[src/pkg/wakeup_pkg.sv]
// register map, field layout and timing constants for the wake-up timer block
package wakeup_pkg;
  // register addresses on the host register port
  localparam logic [5:0] ADDR_WAKEUP_TIMER_CONTROL = 6'h31;
  localparam logic [5:0] ADDR_AMPLITUDE_CONFIG     = 6'h32;
  localparam logic [5:0] ADDR_AMPLITUDE_REFERENCE  = 6'h33;
  localparam logic [5:0] ADDR_AMPLITUDE_AVERAGE    = 6'h34;
  localparam logic [5:0] ADDR_AMPLITUDE_RESULT     = 6'h35;
  localparam logic [5:0] ADDR_PHASE_CONFIG         = 6'h36;
  localparam logic [5:0] ADDR_PHASE_REFERENCE      = 6'h37;
  localparam logic [5:0] ADDR_PHASE_AVERAGE        = 6'h38;
  localparam logic [5:0] ADDR_PHASE_RESULT         = 6'h39;

  localparam logic [7:0] REG_RESET = 8'h00;
  localparam logic [7:0] READ_ZERO = 8'h00;

  // timing: step lengths in ms and the clock rate in kHz
  localparam int STEP_SHORT_MS = 10;
  localparam int STEP_LONG_MS  = 100;
  localparam int CLK_KHZ       = 250000;
  localparam int CYC_PER_SHORT_STEP = STEP_SHORT_MS * CLK_KHZ;
  localparam logic [7:0] LONG_STEP_MULT = 8'(STEP_LONG_MS / STEP_SHORT_MS);

  // average weight shift amounts 2, 3, 4, 5, for weights 4, 8, 16, 32
  localparam logic [2:0] SHIFT_W4  = 3'h2;
  localparam logic [2:0] SHIFT_W8  = 3'h3;
  localparam logic [2:0] SHIFT_W16 = 3'h4;
  localparam logic [2:0] SHIFT_W32 = 3'h5;

  // wake-up timer control layout, msb first
  typedef struct packed {
    logic       range_short;   // bit 7: 1 = 10 ms steps
    logic [2:0] timeout_code;  // bits 6..4
    logic       periodic_irq;  // bit 3
    logic       amplitude_chk; // bit 2
    logic       phase_chk;     // bit 1
    logic       unused0;       // bit 0, reads zero
  } wut_cfg_type;

  // amplitude / phase measurement configuration layout
  typedef struct packed {
    logic [3:0] delta;         // bits 7..4
    logic       include_irq;   // bit 3
    logic [1:0] avg_weight;    // bits 2..1
    logic       ref_source;    // bit 0: 1 = auto-average
  } meas_cfg_type;

  typedef enum logic { KIND_AMPLITUDE, KIND_PHASE } meas_kind_type;
endpackage

[src/design/wakeup_timer_measure_compare.sv]
// wake-up timer with amplitude and phase measurement supervision
`timescale 1ns/100ps

module wakeup_timer_measure_compare #(
  parameter int CYC_PER_STEP = wakeup_pkg::CYC_PER_SHORT_STEP
) (
  input  wire logic       mclk,
  input  wire logic       rst,
  input  wire logic       set_default,
  input  wire logic       wakeup_active,
  input  wire logic       reg_wr,
  input  wire logic       reg_rd,
  input  wire logic [5:0] reg_addr,
  input  wire logic [7:0] reg_wdata,
  output logic      [7:0] reg_rdata,
  output logic            meas_start,
  output logic            meas_kind,
  input  wire logic       meas_valid,
  input  wire logic [7:0] meas_result,
  output logic            irq_timer,
  output logic            irq_amplitude,
  output logic            irq_phase,
  output logic            timer_expired
);

  typedef enum logic [1:0] { ST_IDLE, ST_AMP_WAIT, ST_PH_WAIT } seq_state_type;

  // new average = avg + (res - avg) / weight, arithmetic shift of a 10-bit signed difference
  function automatic logic [7:0] avg_update(input logic [7:0] avg, input logic [7:0] res,
                                            input logic [1:0] wsel);
    logic signed [9:0] diff;
    logic signed [9:0] step;
    logic [2:0]        sh;
    diff = $signed({2'b00, res}) - $signed({2'b00, avg});
    unique case (wsel)
      2'b00: sh = wakeup_pkg::SHIFT_W4;
      2'b01: sh = wakeup_pkg::SHIFT_W8;
      2'b10: sh = wakeup_pkg::SHIFT_W16;
      2'b11: sh = wakeup_pkg::SHIFT_W32;
    endcase
    step = diff >>> sh;
    avg_update = 8'($signed({2'b00, avg}) + step);
  endfunction

  // true when |res - ref| exceeds the 4-bit delta
  function automatic logic over_delta(input logic [7:0] res, input logic [7:0] ref_val,
                                      input logic [3:0] delta);
    logic [7:0] mag;
    mag = (res >= ref_val) ? 8'(res - ref_val) : 8'(ref_val - res);
    over_delta = (mag > {4'h0, delta});
  endfunction

  wakeup_pkg::wut_cfg_type  wut_cfg_ff;
  wakeup_pkg::meas_cfg_type amp_cfg_ff;
  wakeup_pkg::meas_cfg_type ph_cfg_ff;
  logic [7:0]               amp_ref_ff;
  logic [7:0]               amp_avg_ff;
  logic [7:0]               amp_res_ff;
  logic [7:0]               ph_ref_ff;
  logic [7:0]               ph_avg_ff;
  logic [7:0]               ph_res_ff;
  logic [31:0]              div_cnt_ff;
  logic [7:0]               step_cnt_ff;
  seq_state_type            state_ff;
  seq_state_type            nxt_state;
  logic                     ph_pending_ff;
  logic [7:0]               reg_rdata_ff;
  logic                     meas_start_ff;
  logic                     meas_kind_ff;
  logic                     irq_timer_ff;
  logic                     irq_amp_ff;
  logic                     irq_ph_ff;
  logic                     expired_ff;

  // clear condition shared by config and display registers
  wire clear_all = rst | set_default;

  // register write decode
  wire wr_wut     = reg_wr & (reg_addr == wakeup_pkg::ADDR_WAKEUP_TIMER_CONTROL);
  wire wr_amp_cfg = reg_wr & (reg_addr == wakeup_pkg::ADDR_AMPLITUDE_CONFIG);
  wire wr_amp_ref = reg_wr & (reg_addr == wakeup_pkg::ADDR_AMPLITUDE_REFERENCE);
  wire wr_ph_cfg  = reg_wr & (reg_addr == wakeup_pkg::ADDR_PHASE_CONFIG);
  wire wr_ph_ref  = reg_wr & (reg_addr == wakeup_pkg::ADDR_PHASE_REFERENCE);

  // configuration registers; bit 0 of the timer control has no function
  always_ff @(posedge mclk) begin
    if (clear_all) begin
      wut_cfg_ff <= wakeup_pkg::wut_cfg_type'(wakeup_pkg::REG_RESET);
      amp_cfg_ff <= wakeup_pkg::meas_cfg_type'(wakeup_pkg::REG_RESET);
      ph_cfg_ff  <= wakeup_pkg::meas_cfg_type'(wakeup_pkg::REG_RESET);
      amp_ref_ff <= wakeup_pkg::REG_RESET;
      ph_ref_ff  <= wakeup_pkg::REG_RESET;
    end else begin
      if (wr_wut) begin
        wut_cfg_ff <= wakeup_pkg::wut_cfg_type'({reg_wdata[7:1], 1'b0});
      end
      if (wr_amp_cfg) begin
        amp_cfg_ff <= wakeup_pkg::meas_cfg_type'(reg_wdata);
      end
      if (wr_amp_ref) begin
        amp_ref_ff <= reg_wdata;
      end
      if (wr_ph_cfg) begin
        ph_cfg_ff <= wakeup_pkg::meas_cfg_type'(reg_wdata);
      end
      if (wr_ph_ref) begin
        ph_ref_ff <= reg_wdata;
      end
    end
  end

  // read mux; read-only and unmapped addresses ignore writes, unmapped read zero
  logic [7:0] rd_mux;
  always_comb begin
    unique case (reg_addr)
      wakeup_pkg::ADDR_WAKEUP_TIMER_CONTROL: rd_mux = wut_cfg_ff;
      wakeup_pkg::ADDR_AMPLITUDE_CONFIG:     rd_mux = amp_cfg_ff;
      wakeup_pkg::ADDR_AMPLITUDE_REFERENCE:  rd_mux = amp_ref_ff;
      wakeup_pkg::ADDR_AMPLITUDE_AVERAGE:    rd_mux = amp_avg_ff;
      wakeup_pkg::ADDR_AMPLITUDE_RESULT:     rd_mux = amp_res_ff;
      wakeup_pkg::ADDR_PHASE_CONFIG:         rd_mux = ph_cfg_ff;
      wakeup_pkg::ADDR_PHASE_REFERENCE:      rd_mux = ph_ref_ff;
      wakeup_pkg::ADDR_PHASE_AVERAGE:        rd_mux = ph_avg_ff;
      wakeup_pkg::ADDR_PHASE_RESULT:         rd_mux = ph_res_ff;
      default:                               rd_mux = wakeup_pkg::READ_ZERO;
    endcase
  end

  // read data held until the next read strobe; set-default clears it like reset
  always_ff @(posedge mclk) begin
    if (clear_all) begin
      reg_rdata_ff <= wakeup_pkg::READ_ZERO;
    end else if (reg_rd) begin
      reg_rdata_ff <= rd_mux;
    end
  end

  // 10 ms tick divider; a long step is ten ticks so both ranges share one divider
  wire div_wrap = (div_cnt_ff == 32'(CYC_PER_STEP - 1));
  wire tick     = wakeup_active & div_wrap;
  wire [7:0] ticks_per_step = wut_cfg_ff.range_short ? 8'h01 : wakeup_pkg::LONG_STEP_MULT;
  wire [7:0] ticks_total    = 8'(({5'h00, wut_cfg_ff.timeout_code} + 8'h01) * ticks_per_step);
  wire expiry = tick & (step_cnt_ff == 8'(ticks_total - 8'h01));

  // a control write restarts the timeout; otherwise a shorter new timeout could be overrun by the old count
  always_ff @(posedge mclk) begin
    if (clear_all | ~wakeup_active | wr_wut) begin
      div_cnt_ff <= 32'h0000_0000;
    end else begin
      div_cnt_ff <= div_wrap ? 32'h0000_0000 : 32'(div_cnt_ff + 32'h0000_0001);
    end
  end

  // step counter restarts at each expiry, giving a periodic timeout
  always_ff @(posedge mclk) begin
    if (clear_all | ~wakeup_active | wr_wut) begin
      step_cnt_ff <= 8'h00;
    end else if (expiry) begin
      step_cnt_ff <= 8'h00;
    end else if (tick) begin
      step_cnt_ff <= 8'(step_cnt_ff + 8'h01);
    end
  end

  // comparison of the incoming result against the selected reference
  wire [7:0] amp_ref_sel = amp_cfg_ff.ref_source ? amp_avg_ff : amp_ref_ff;
  wire [7:0] ph_ref_sel  = ph_cfg_ff.ref_source ? ph_avg_ff : ph_ref_ff;
  wire amp_over = over_delta(meas_result, amp_ref_sel, amp_cfg_ff.delta);
  wire ph_over  = over_delta(meas_result, ph_ref_sel, ph_cfg_ff.delta);
  wire amp_done = meas_valid & (state_ff == ST_AMP_WAIT);
  wire ph_done  = meas_valid & (state_ff == ST_PH_WAIT);
  wire amp_fold = amp_done & (~amp_over | amp_cfg_ff.include_irq);
  wire ph_fold  = ph_done & (~ph_over | ph_cfg_ff.include_irq);
  wire [7:0] amp_avg_nxt = avg_update(amp_avg_ff, meas_result, amp_cfg_ff.avg_weight);
  wire [7:0] ph_avg_nxt  = avg_update(ph_avg_ff, meas_result, ph_cfg_ff.avg_weight);

  // result and average displays, cleared with the configuration
  always_ff @(posedge mclk) begin
    if (clear_all) begin
      amp_res_ff <= wakeup_pkg::REG_RESET;
      amp_avg_ff <= wakeup_pkg::REG_RESET;
      ph_res_ff  <= wakeup_pkg::REG_RESET;
      ph_avg_ff  <= wakeup_pkg::REG_RESET;
    end else begin
      if (amp_done) begin
        amp_res_ff <= meas_result;
      end
      if (amp_fold) begin
        amp_avg_ff <= amp_avg_nxt;
      end
      if (ph_done) begin
        ph_res_ff <= meas_result;
      end
      if (ph_fold) begin
        ph_avg_ff <= ph_avg_nxt;
      end
    end
  end

  // measurement sequencer: amplitude first, then phase; an expiry while busy is dropped
  wire go_amp = expiry & wut_cfg_ff.amplitude_chk;
  wire go_ph  = expiry & wut_cfg_ff.phase_chk;
  wire idle   = (state_ff == ST_IDLE);
  wire start_ph_now  = (idle & go_ph & ~go_amp) | (amp_done & ph_pending_ff);
  wire start_amp_now = idle & go_amp;

  always_comb begin
    nxt_state = state_ff;
    unique case (state_ff)
      ST_IDLE: begin
        if (go_amp) begin
          nxt_state = ST_AMP_WAIT;
        end else if (go_ph) begin
          nxt_state = ST_PH_WAIT;
        end
      end
      ST_AMP_WAIT: begin
        if (meas_valid) begin
          nxt_state = ph_pending_ff ? ST_PH_WAIT : ST_IDLE;
        end
      end
      ST_PH_WAIT: begin
        if (meas_valid) begin
          nxt_state = ST_IDLE;
        end
      end
      default: nxt_state = ST_IDLE;
    endcase
  end

  // sequencer state and start strobe to the front end
  always_ff @(posedge mclk) begin
    if (clear_all | ~wakeup_active) begin
      state_ff      <= ST_IDLE;
      ph_pending_ff <= 1'b0;
      meas_start_ff <= 1'b0;
      meas_kind_ff  <= wakeup_pkg::KIND_AMPLITUDE;
    end else begin
      state_ff      <= nxt_state;
      meas_start_ff <= start_amp_now | start_ph_now;
      if (start_amp_now) begin
        ph_pending_ff <= go_ph; // phase follows once amplitude returns
        meas_kind_ff  <= wakeup_pkg::KIND_AMPLITUDE;
      end else if (start_ph_now) begin
        ph_pending_ff <= 1'b0;
        meas_kind_ff  <= wakeup_pkg::KIND_PHASE;
      end
    end
  end

  // interrupt pulses toward the device interrupt register
  always_ff @(posedge mclk) begin
    if (clear_all) begin
      irq_timer_ff <= 1'b0;
      irq_amp_ff   <= 1'b0;
      irq_ph_ff    <= 1'b0;
      expired_ff   <= 1'b0;
    end else begin
      irq_timer_ff <= expiry & wut_cfg_ff.periodic_irq;
      irq_amp_ff   <= amp_done & amp_over;
      irq_ph_ff    <= ph_done & ph_over;
      expired_ff   <= expiry;
    end
  end

  assign reg_rdata     = reg_rdata_ff;
  assign meas_start    = meas_start_ff;
  assign meas_kind     = meas_kind_ff;
  assign irq_timer     = irq_timer_ff;
  assign irq_amplitude = irq_amp_ff;
  assign irq_phase     = irq_ph_ff;
  assign timer_expired = expired_ff;

endmodule

[config.mk]
export PLATFORM = sky130hd
export DESIGN_NAME = wakeup_timer_measure_compare
export DESIGN_NICKNAME = d
export VERILOG_FILES = /design/src/pkg/wakeup_pkg.sv /design/src/design/wakeup_timer_measure_compare.sv
export SDC_FILE = /design/constraint.sdc
export NUM_CORES = 1
export LEC_CHECK = 0
export BUFFER_PORTS_ARGS = -buffer_cell sky130_fd_sc_hd__buf_4
export CAP_MARGIN = 20
export CORE_ASPECT_RATIO = 0.75
export CORE_MARGIN = 8
export CORE_UTILIZATION = 25
export CTS_CLUSTER_DIAMETER = 50
export DETAILED_ROUTE_END_ITERATION = 12
export GPL_ROUTABILITY_DRIVEN = 0
export PLACE_DENSITY = 0.4
export SLEW_MARGIN = 20
export SYNTH_ARGS = -nofsm -noshare
export SYNTH_HDL_FRONTEND = slang
export SYNTH_SLANG_ARGS = --single-unit
export TNS_END_PERCENT = 20
[constraint.sdc]
create_clock -name mclk -period 4.5 [get_ports mclk]
set_input_delay 0.225 -clock mclk [delete_from_list [all_inputs] [get_ports mclk]]
set_output_delay 0.225 -clock mclk [all_outputs]
set_load 0.02 [all_outputs]
## Word-level counts from Yosys, hierarchy flattened

Index checks and enable logic that the tools add are counted.

- Flip-flop bits (word level): 128
- Input bits: 29
- Output and inout port bits: 14
- Word-level logic and storage cells: 126

- Add/subtract/negate cells: 12
- Multiply operators: 1
- Order comparisons: 4
- Equal/unequal tests: 22
- Shift-type cells: 2
- Mux-type cells: 16
- Bitwise logic cells: 31
- Reductions and logical operators: 8

Operators by type and width:

| operator | number |
|---|---|
| 8-bit one-hot mux with 9 select lines | 1 |
| 6-bit == test (second input constant) | 9 |
| 32-bit by 1-bit adder with 32-bit output (second input constant) | 1 |
| 32-bit by 22-bit == test with 1-bit output (second input constant) | 1 |
| 8-bit 2-to-1 mux | 4 |
| 8-bit subtractor | 4 |
| 3-bit one-hot mux with 4 select lines | 2 |
| 1-bit AND | 20 |
| 9-bit by 3-bit >>> shifter with 8-bit output | 2 |
| 8-bit by 8-bit subtractor with 9-bit output | 2 |
| 8-bit adder | 2 |
| 8-bit >= comparator | 2 |
| 8-bit by 4-bit greater-than comparator with 1-bit output | 2 |
| 2-bit == test (second input constant) | 5 |
| 2-bit 2-to-1 mux | 5 |
| 8-bit by 1-bit adder with 8-bit output (second input constant) | 1 |
| 8-bit == test | 1 |
| 4-bit by 4-bit multiplier with 8-bit output | 1 |
| 8-bit by 1-bit subtractor with 8-bit output (second input constant) | 1 |
| 1-bit OR | 7 |
| 2-bit by 1-bit == test with 1-bit output (second input constant) | 3 |
| 2-bit zero test | 3 |
| 2-bit one-hot mux with 3 select lines | 1 |
| 2-bit OR reduction | 3 |
| other kinds (8) | 13 |

## Depth between registers and ports, before layout

- Depth in word-level cells: 11
- Depth in mapped cells: 21
- Gate-level depth less buffers: 21

## Least setup slack after synthesis

OpenSTA, ideal clock, no wires.

- Path type: register to register
- Start point: register amp_avg_ff[0]
- End point: register amp_avg_ff[7]
- Setup time: 70 ps
- Arrival time: 4242 ps
- Required time: 4430 ps
- Slack: 187 ps
- Cell stages (with the launch flop): 20
- Path buffers: 0
- Period minus slack after synthesis: 4313 ps
- Cells stage by stage: dfxtp_1 -> ha_1 -> inv_1 -> fa_1 -> a21o_1 -> a21oi_1 -> nor2b_1 -> o21a_1 -> nor2_1 -> xnor2_1 -> mux4_2 -> ha_1 -> a21o_1 -> a21oi_1 -> o21bai_1 -> a2111oi_0 -> nor3_1 -> xnor2_1 -> or4_1 -> a21oi_1

- Cells in the longest elaborated chain, start to end: 7
- Elaborated cells between the ends (all ways): 12
- Those cells by class: 4 x add/sub; 2 x order compare; 1 x shift; 2 x mux; 3 x bitwise

Ends and longest elaborated chain:

| element | RTL line | text |
|---|---|---|
| from (decl) | wakeup_timer_measure_compare.sv:57 | `logic [7:0] amp_avg_ff;` |
| from (signal assigned) | wakeup_timer_measure_compare.sv:181 | `amp_avg_ff <= wakeup_pkg::REG_RESET;` |
| from (signal assigned) | wakeup_timer_measure_compare.sv:189 | `amp_avg_ff <= amp_avg_nxt;` |
| 8-bit 2-to-1 mux | wakeup_timer_measure_compare.sv:166 | `wire [7:0] amp_ref_sel = amp_cfg_ff.ref_source ? amp_avg_ff : amp_ref_ff;` |
| 8-bit subtractor or 8-bit >= comparator (tied branches) | wakeup_timer_measure_compare.sv:49 | `mag = (res >= ref_val) ? 8'(res - ref_val) : 8'(ref_val - res);` |
| 8-bit 2-to-1 mux | wakeup_timer_measure_compare.sv:49 |  |
| 8-bit by 4-bit greater-than comparator with 1-bit output | wakeup_timer_measure_compare.sv:50 | `over_delta = (mag > {4'h0, delta});` |
| 1-bit inverter | wakeup_timer_measure_compare.sv:172 | `wire amp_fold = amp_done & (~amp_over \| amp_cfg_ff.include_irq);` |
| 1-bit OR | wakeup_timer_measure_compare.sv:172 |  |
| 1-bit AND | wakeup_timer_measure_compare.sv:172 |  |

Several ways; a longest one is shown, not always the timed one.
A chain may end at the register's enable or synchronous reset.

## Worst setup path in the final report

Same ends and word-level chain as after synthesis.

==> out/results.txt <==
Status = finished clean
Die X = 238 um
Synthesized Nets = 1,265
I/O pin count = 43
Buf+Inv Stages, Crit Path = 1
Vias in the first global route = 8,111
First-pass GRT wire length = 49.4 mm
Clock tree buffer depth = 2
Die area = 0.0434 mm^2
Dpl hpwl = 24.5 mm
Crit path kind = reg -> reg
Synth Register Bits = 128
Switching share of power = 27.0%
CTS sink cnt = 128
Leading area contributor after synthesis = dfxtp_1
Area grow syn2layout = 19.6%
Hold violation count in the final report = 0
HP Class = in -> reg
Most frequent cells in the layout = dfxtp_1 (127), nand2_1 (121), a21oi_1 (104), buf_4 (101), nor2_1 (84)
CP max FO = 2
Clock insertion delay at the later pin of the skew report = 0.43 ns
Flop-to-flop setup slack = 0.29 ns
Power per standard cell area = 255 mW/mm^2
Arrival time worst endpoint = 4.57 ns
Crit path max-delay cell type = or4_1
Mapped Cells = 1,142
DRC = 0
P_leak = 4.15 nW
CP startpoint kind = flip-flop
First-pass DRT Iterations = 6
WL per Instance = 18.3 um
Final ANT Viol Nets = 0
XOR/XNOR share of the synthesized area = 7.59%
RSZ-0062 raised after global routing = no
CP endpoint kind = flip-flop
Area contributors post-synth = dfxtp_1 (28%), ha_1 (11%), a21oi_1 (5.9%), nand2_1 (4.9%), xnor2_1 (4.0%)
Syn Std Cell Area = 0.00923 mm^2
Total track usage = 14.8%
Pin count of the biggest net entering global routing = 47
Core area = 0.0367 mm^2
Switching power = 0.000760 W
Inst Count DP = 1,695
Initial antenna violation count = 1
Setup ws final = 0.290 ns
EDFF count, synth = 0
Comb pwr share = 13.0%
Distinct cell type count after synthesis = 76
Skew final = 0.00855 ns
Simple-gate share of the synthesized area = 22.2%
Commonest non-fill, non-tap cell in the layout = dfxtp_1
Clock share of power = 46.6%
Buffers on Ports = 42
Fraction of layout cells with a size suffix above 1 = 15.0%
Drt via density = 4.91
Minimum clock period = 4.21 ns
Worst EP required = 4.86 ns
Ant. Diodes = 0
Global route overflow = 0
DP Worst Slack = 0.000242 ns
Via Count = 8,476
Nets = 1,334
VDD IR-drop max = 0.000181 V
Cell Chain, Critical Path = ha_2 -> inv_1 -> fa_1 -> a21o_1 -> a21oi_2 -> nor2b_1 -> o21a_1 -> nor2_2 -> xnor2_1 -> mux4_2 -> ha_1 -> a21o_1 -> a21oi_2 -> o21bai_1 -> a2111oi_2 -> nor3_1 -> xnor2_1 -> or4_1 -> a21oi_2
Initial DRC Count = 756
Mux cell area share after synthesis = 4.51%
Worst-Margin Slew = 1.05 ns
Top cell type's share of synthesized area = 27.8%
Syn Area/Cell = 8.08 um^2
Most common cell on crit path = a21oi_2
Seq pwr share = 40.4%
Layout Cells excl Fill = 1,727
CTS root buf = clkbuf_16
Clock transition at path regs = 0.06 ns
Starting density of the core = 25.1%
Complex-gate fraction of the synthesized area = 19.2%
Tcrit/Tclk final = 93.6%
CTS tree = yes
Largest family of logic cells by synthesized area = simple AND/OR/NAND/NOR gates
Async SR Flop Fraction = 0%
Synth warn = 0
Setup-failing EPs final = 0
Worst path max stage delay = 0.53 ns
Fraction of the mapped netlist area in adder cells = 13.7%
Rows = 61
Htree depth = 4
Register area share after synthesis = 27.8%
Die height = 182 um
Internal Power = 0.00205 W
Max_cap viols = 0
FMAX = 238 MHz
Ys flop type = dfxtp_1
CTS buffer count = 17
Max-slew violations = 0
Routed WL = 31.7 mm
Worst path top cell family by delay = compound AO/OA/AOI/OAI gates
Worst slew margin = 30.0%
==> routing by layer <==
layer / vias to the layer above / part of all wire [%] / global-route usage, % / routed length [um]
li1: 4194 / - / - / -
met1: 4049 / 56 / 23.7 / 17800
met3: 30 / 4.4 / 2.46 / 1400
met4: 0 / 1.6 / 3.82 / 502
met5: - / 0 / 0 / 0
met2: 203 / 38 / 19.4 / 12000
==> timing repair <==
action / in CTS / in global routing
hold endpoints to repair: 0 / 0
hold buffers: 0 / 0
resized for setup: 0 / 14
setup endpoints to repair: 0 / 11
setup buffers: 0 / 1
==> power groups by stage <==
| stage | Clock, W | Sequential [W] | Combinational, W |
|---|---|---|---|
| floorplan | 0 | 0.00116 | 0.000227 |
| global placement | 0 | 0.00116 | 0.000361 |
| detailed placement | 0 | 0.00116 | 0.000358 |
| CTS | 0.00136 | 0.00114 | 0.000361 |
| global route | 0.00141 | 0.00113 | 0.000404 |
| finish | 0.00131 | 0.00114 | 0.000365 |
==> Yosys cell counts (9+ instances only) <==
cell,count
nand4_1,14
clkbuf_1,38
nand2b_1,15
o211ai_1,11
nor2_1,86
inv_1,68
a22oi_1,21
nand2_1,121
o21ai_0,44
and3_1,10
ha_1,82
or2_2,9
fa_1,12
a21o_1,13
xor2_1,38
dfxtp_1,128
nor2b_1,15
xnor2_1,42
a21oi_1,108
nor3_1,21
nand3_1,71
mux2i_1,27
==> per-stage QoR <==
| stage | utilization, % | hold slack [ns] | instance area [um^2] | total power [W] | setup TNS, ns |
|---|---|---|---|---|---|
| 6_report | 30.1 | 0.110 | 11000 | 0.00281 | 0 |
| 5_1_grt | 30.1 | 0.100 | 11000 | 0.00295 | 0 |
| 4_1_cts | 29.9 | 0.0825 | 11000 | 0.00285 | 0 |
| 3_5_place_dp | 28.4 | 0.446 | 10400 | 0.00152 | 0 |
| 3_3_place_gp | 28.4 | 0.444 | 10400 | 0.00152 | -0.0253 |
| 2_1_floorplan | - | 0.361 | 9230 | 0.00139 | 0 |
==> final timing paths <==
path	cells after the start	startpoint	to
hold reg to reg	2	amp_res_ff[3]	amp_res_ff[3]
setup reg to reg	19	amp_avg_ff[0]	amp_avg_ff[7]
setup / recovery	19	amp_avg_ff[0]	amp_avg_ff[7]
hold / removal	3	reg_wdata[7]	amp_cfg_ff[7]
==> tightest hold or removal path, delay by kind of cell <==
kind	cells	cell delay, ns
AOI/OAI and AO/OA	1	0.05
and+or+nand+nor	1	0.07
buffers and inverters	1	0.15
==> flip-flops by register name (all words and copies together), names as in the netlist, 7 cells and up <==
| name | count |
|---|---|
| amp_avg_ff | 8 |
| amp_cfg_ff | 8 |
| amp_ref_ff | 8 |
| amp_res_ff | 8 |
| div_cnt_ff | 32 |
| ph_avg_ff | 8 |
| ph_cfg_ff | 8 |
| ph_ref_ff | 8 |
| ph_res_ff | 8 |
| reg_rdata | 8 |
| step_cnt_ff | 8 |
| wut_cfg_ff | 7 |
==> final cells by class <==
class | count | area (um^2)
Multi-Input combinational cell | 894 | 6270
Timing Repair Buffer | 102 | 778
Inverter | 68 | 255
Tap cell | 504 | 631
Clock buffer | 22 | 454
Clock inverter | 9 | 86.3
Sequential cell | 128 | 2560
Fill cell | 3930 | 25700
==> cell families after synthesis <==
family / Yosys count
AND/OR/NAND/NOR: 411
flip-flops: 128
XOR/XNOR: 80
adder cells (fa/ha/maj): 94
AO/OA/AOI/OAI: 273
multiplexers: 36
buffers and inverters: 120
(Power assumes the default switching activity.)
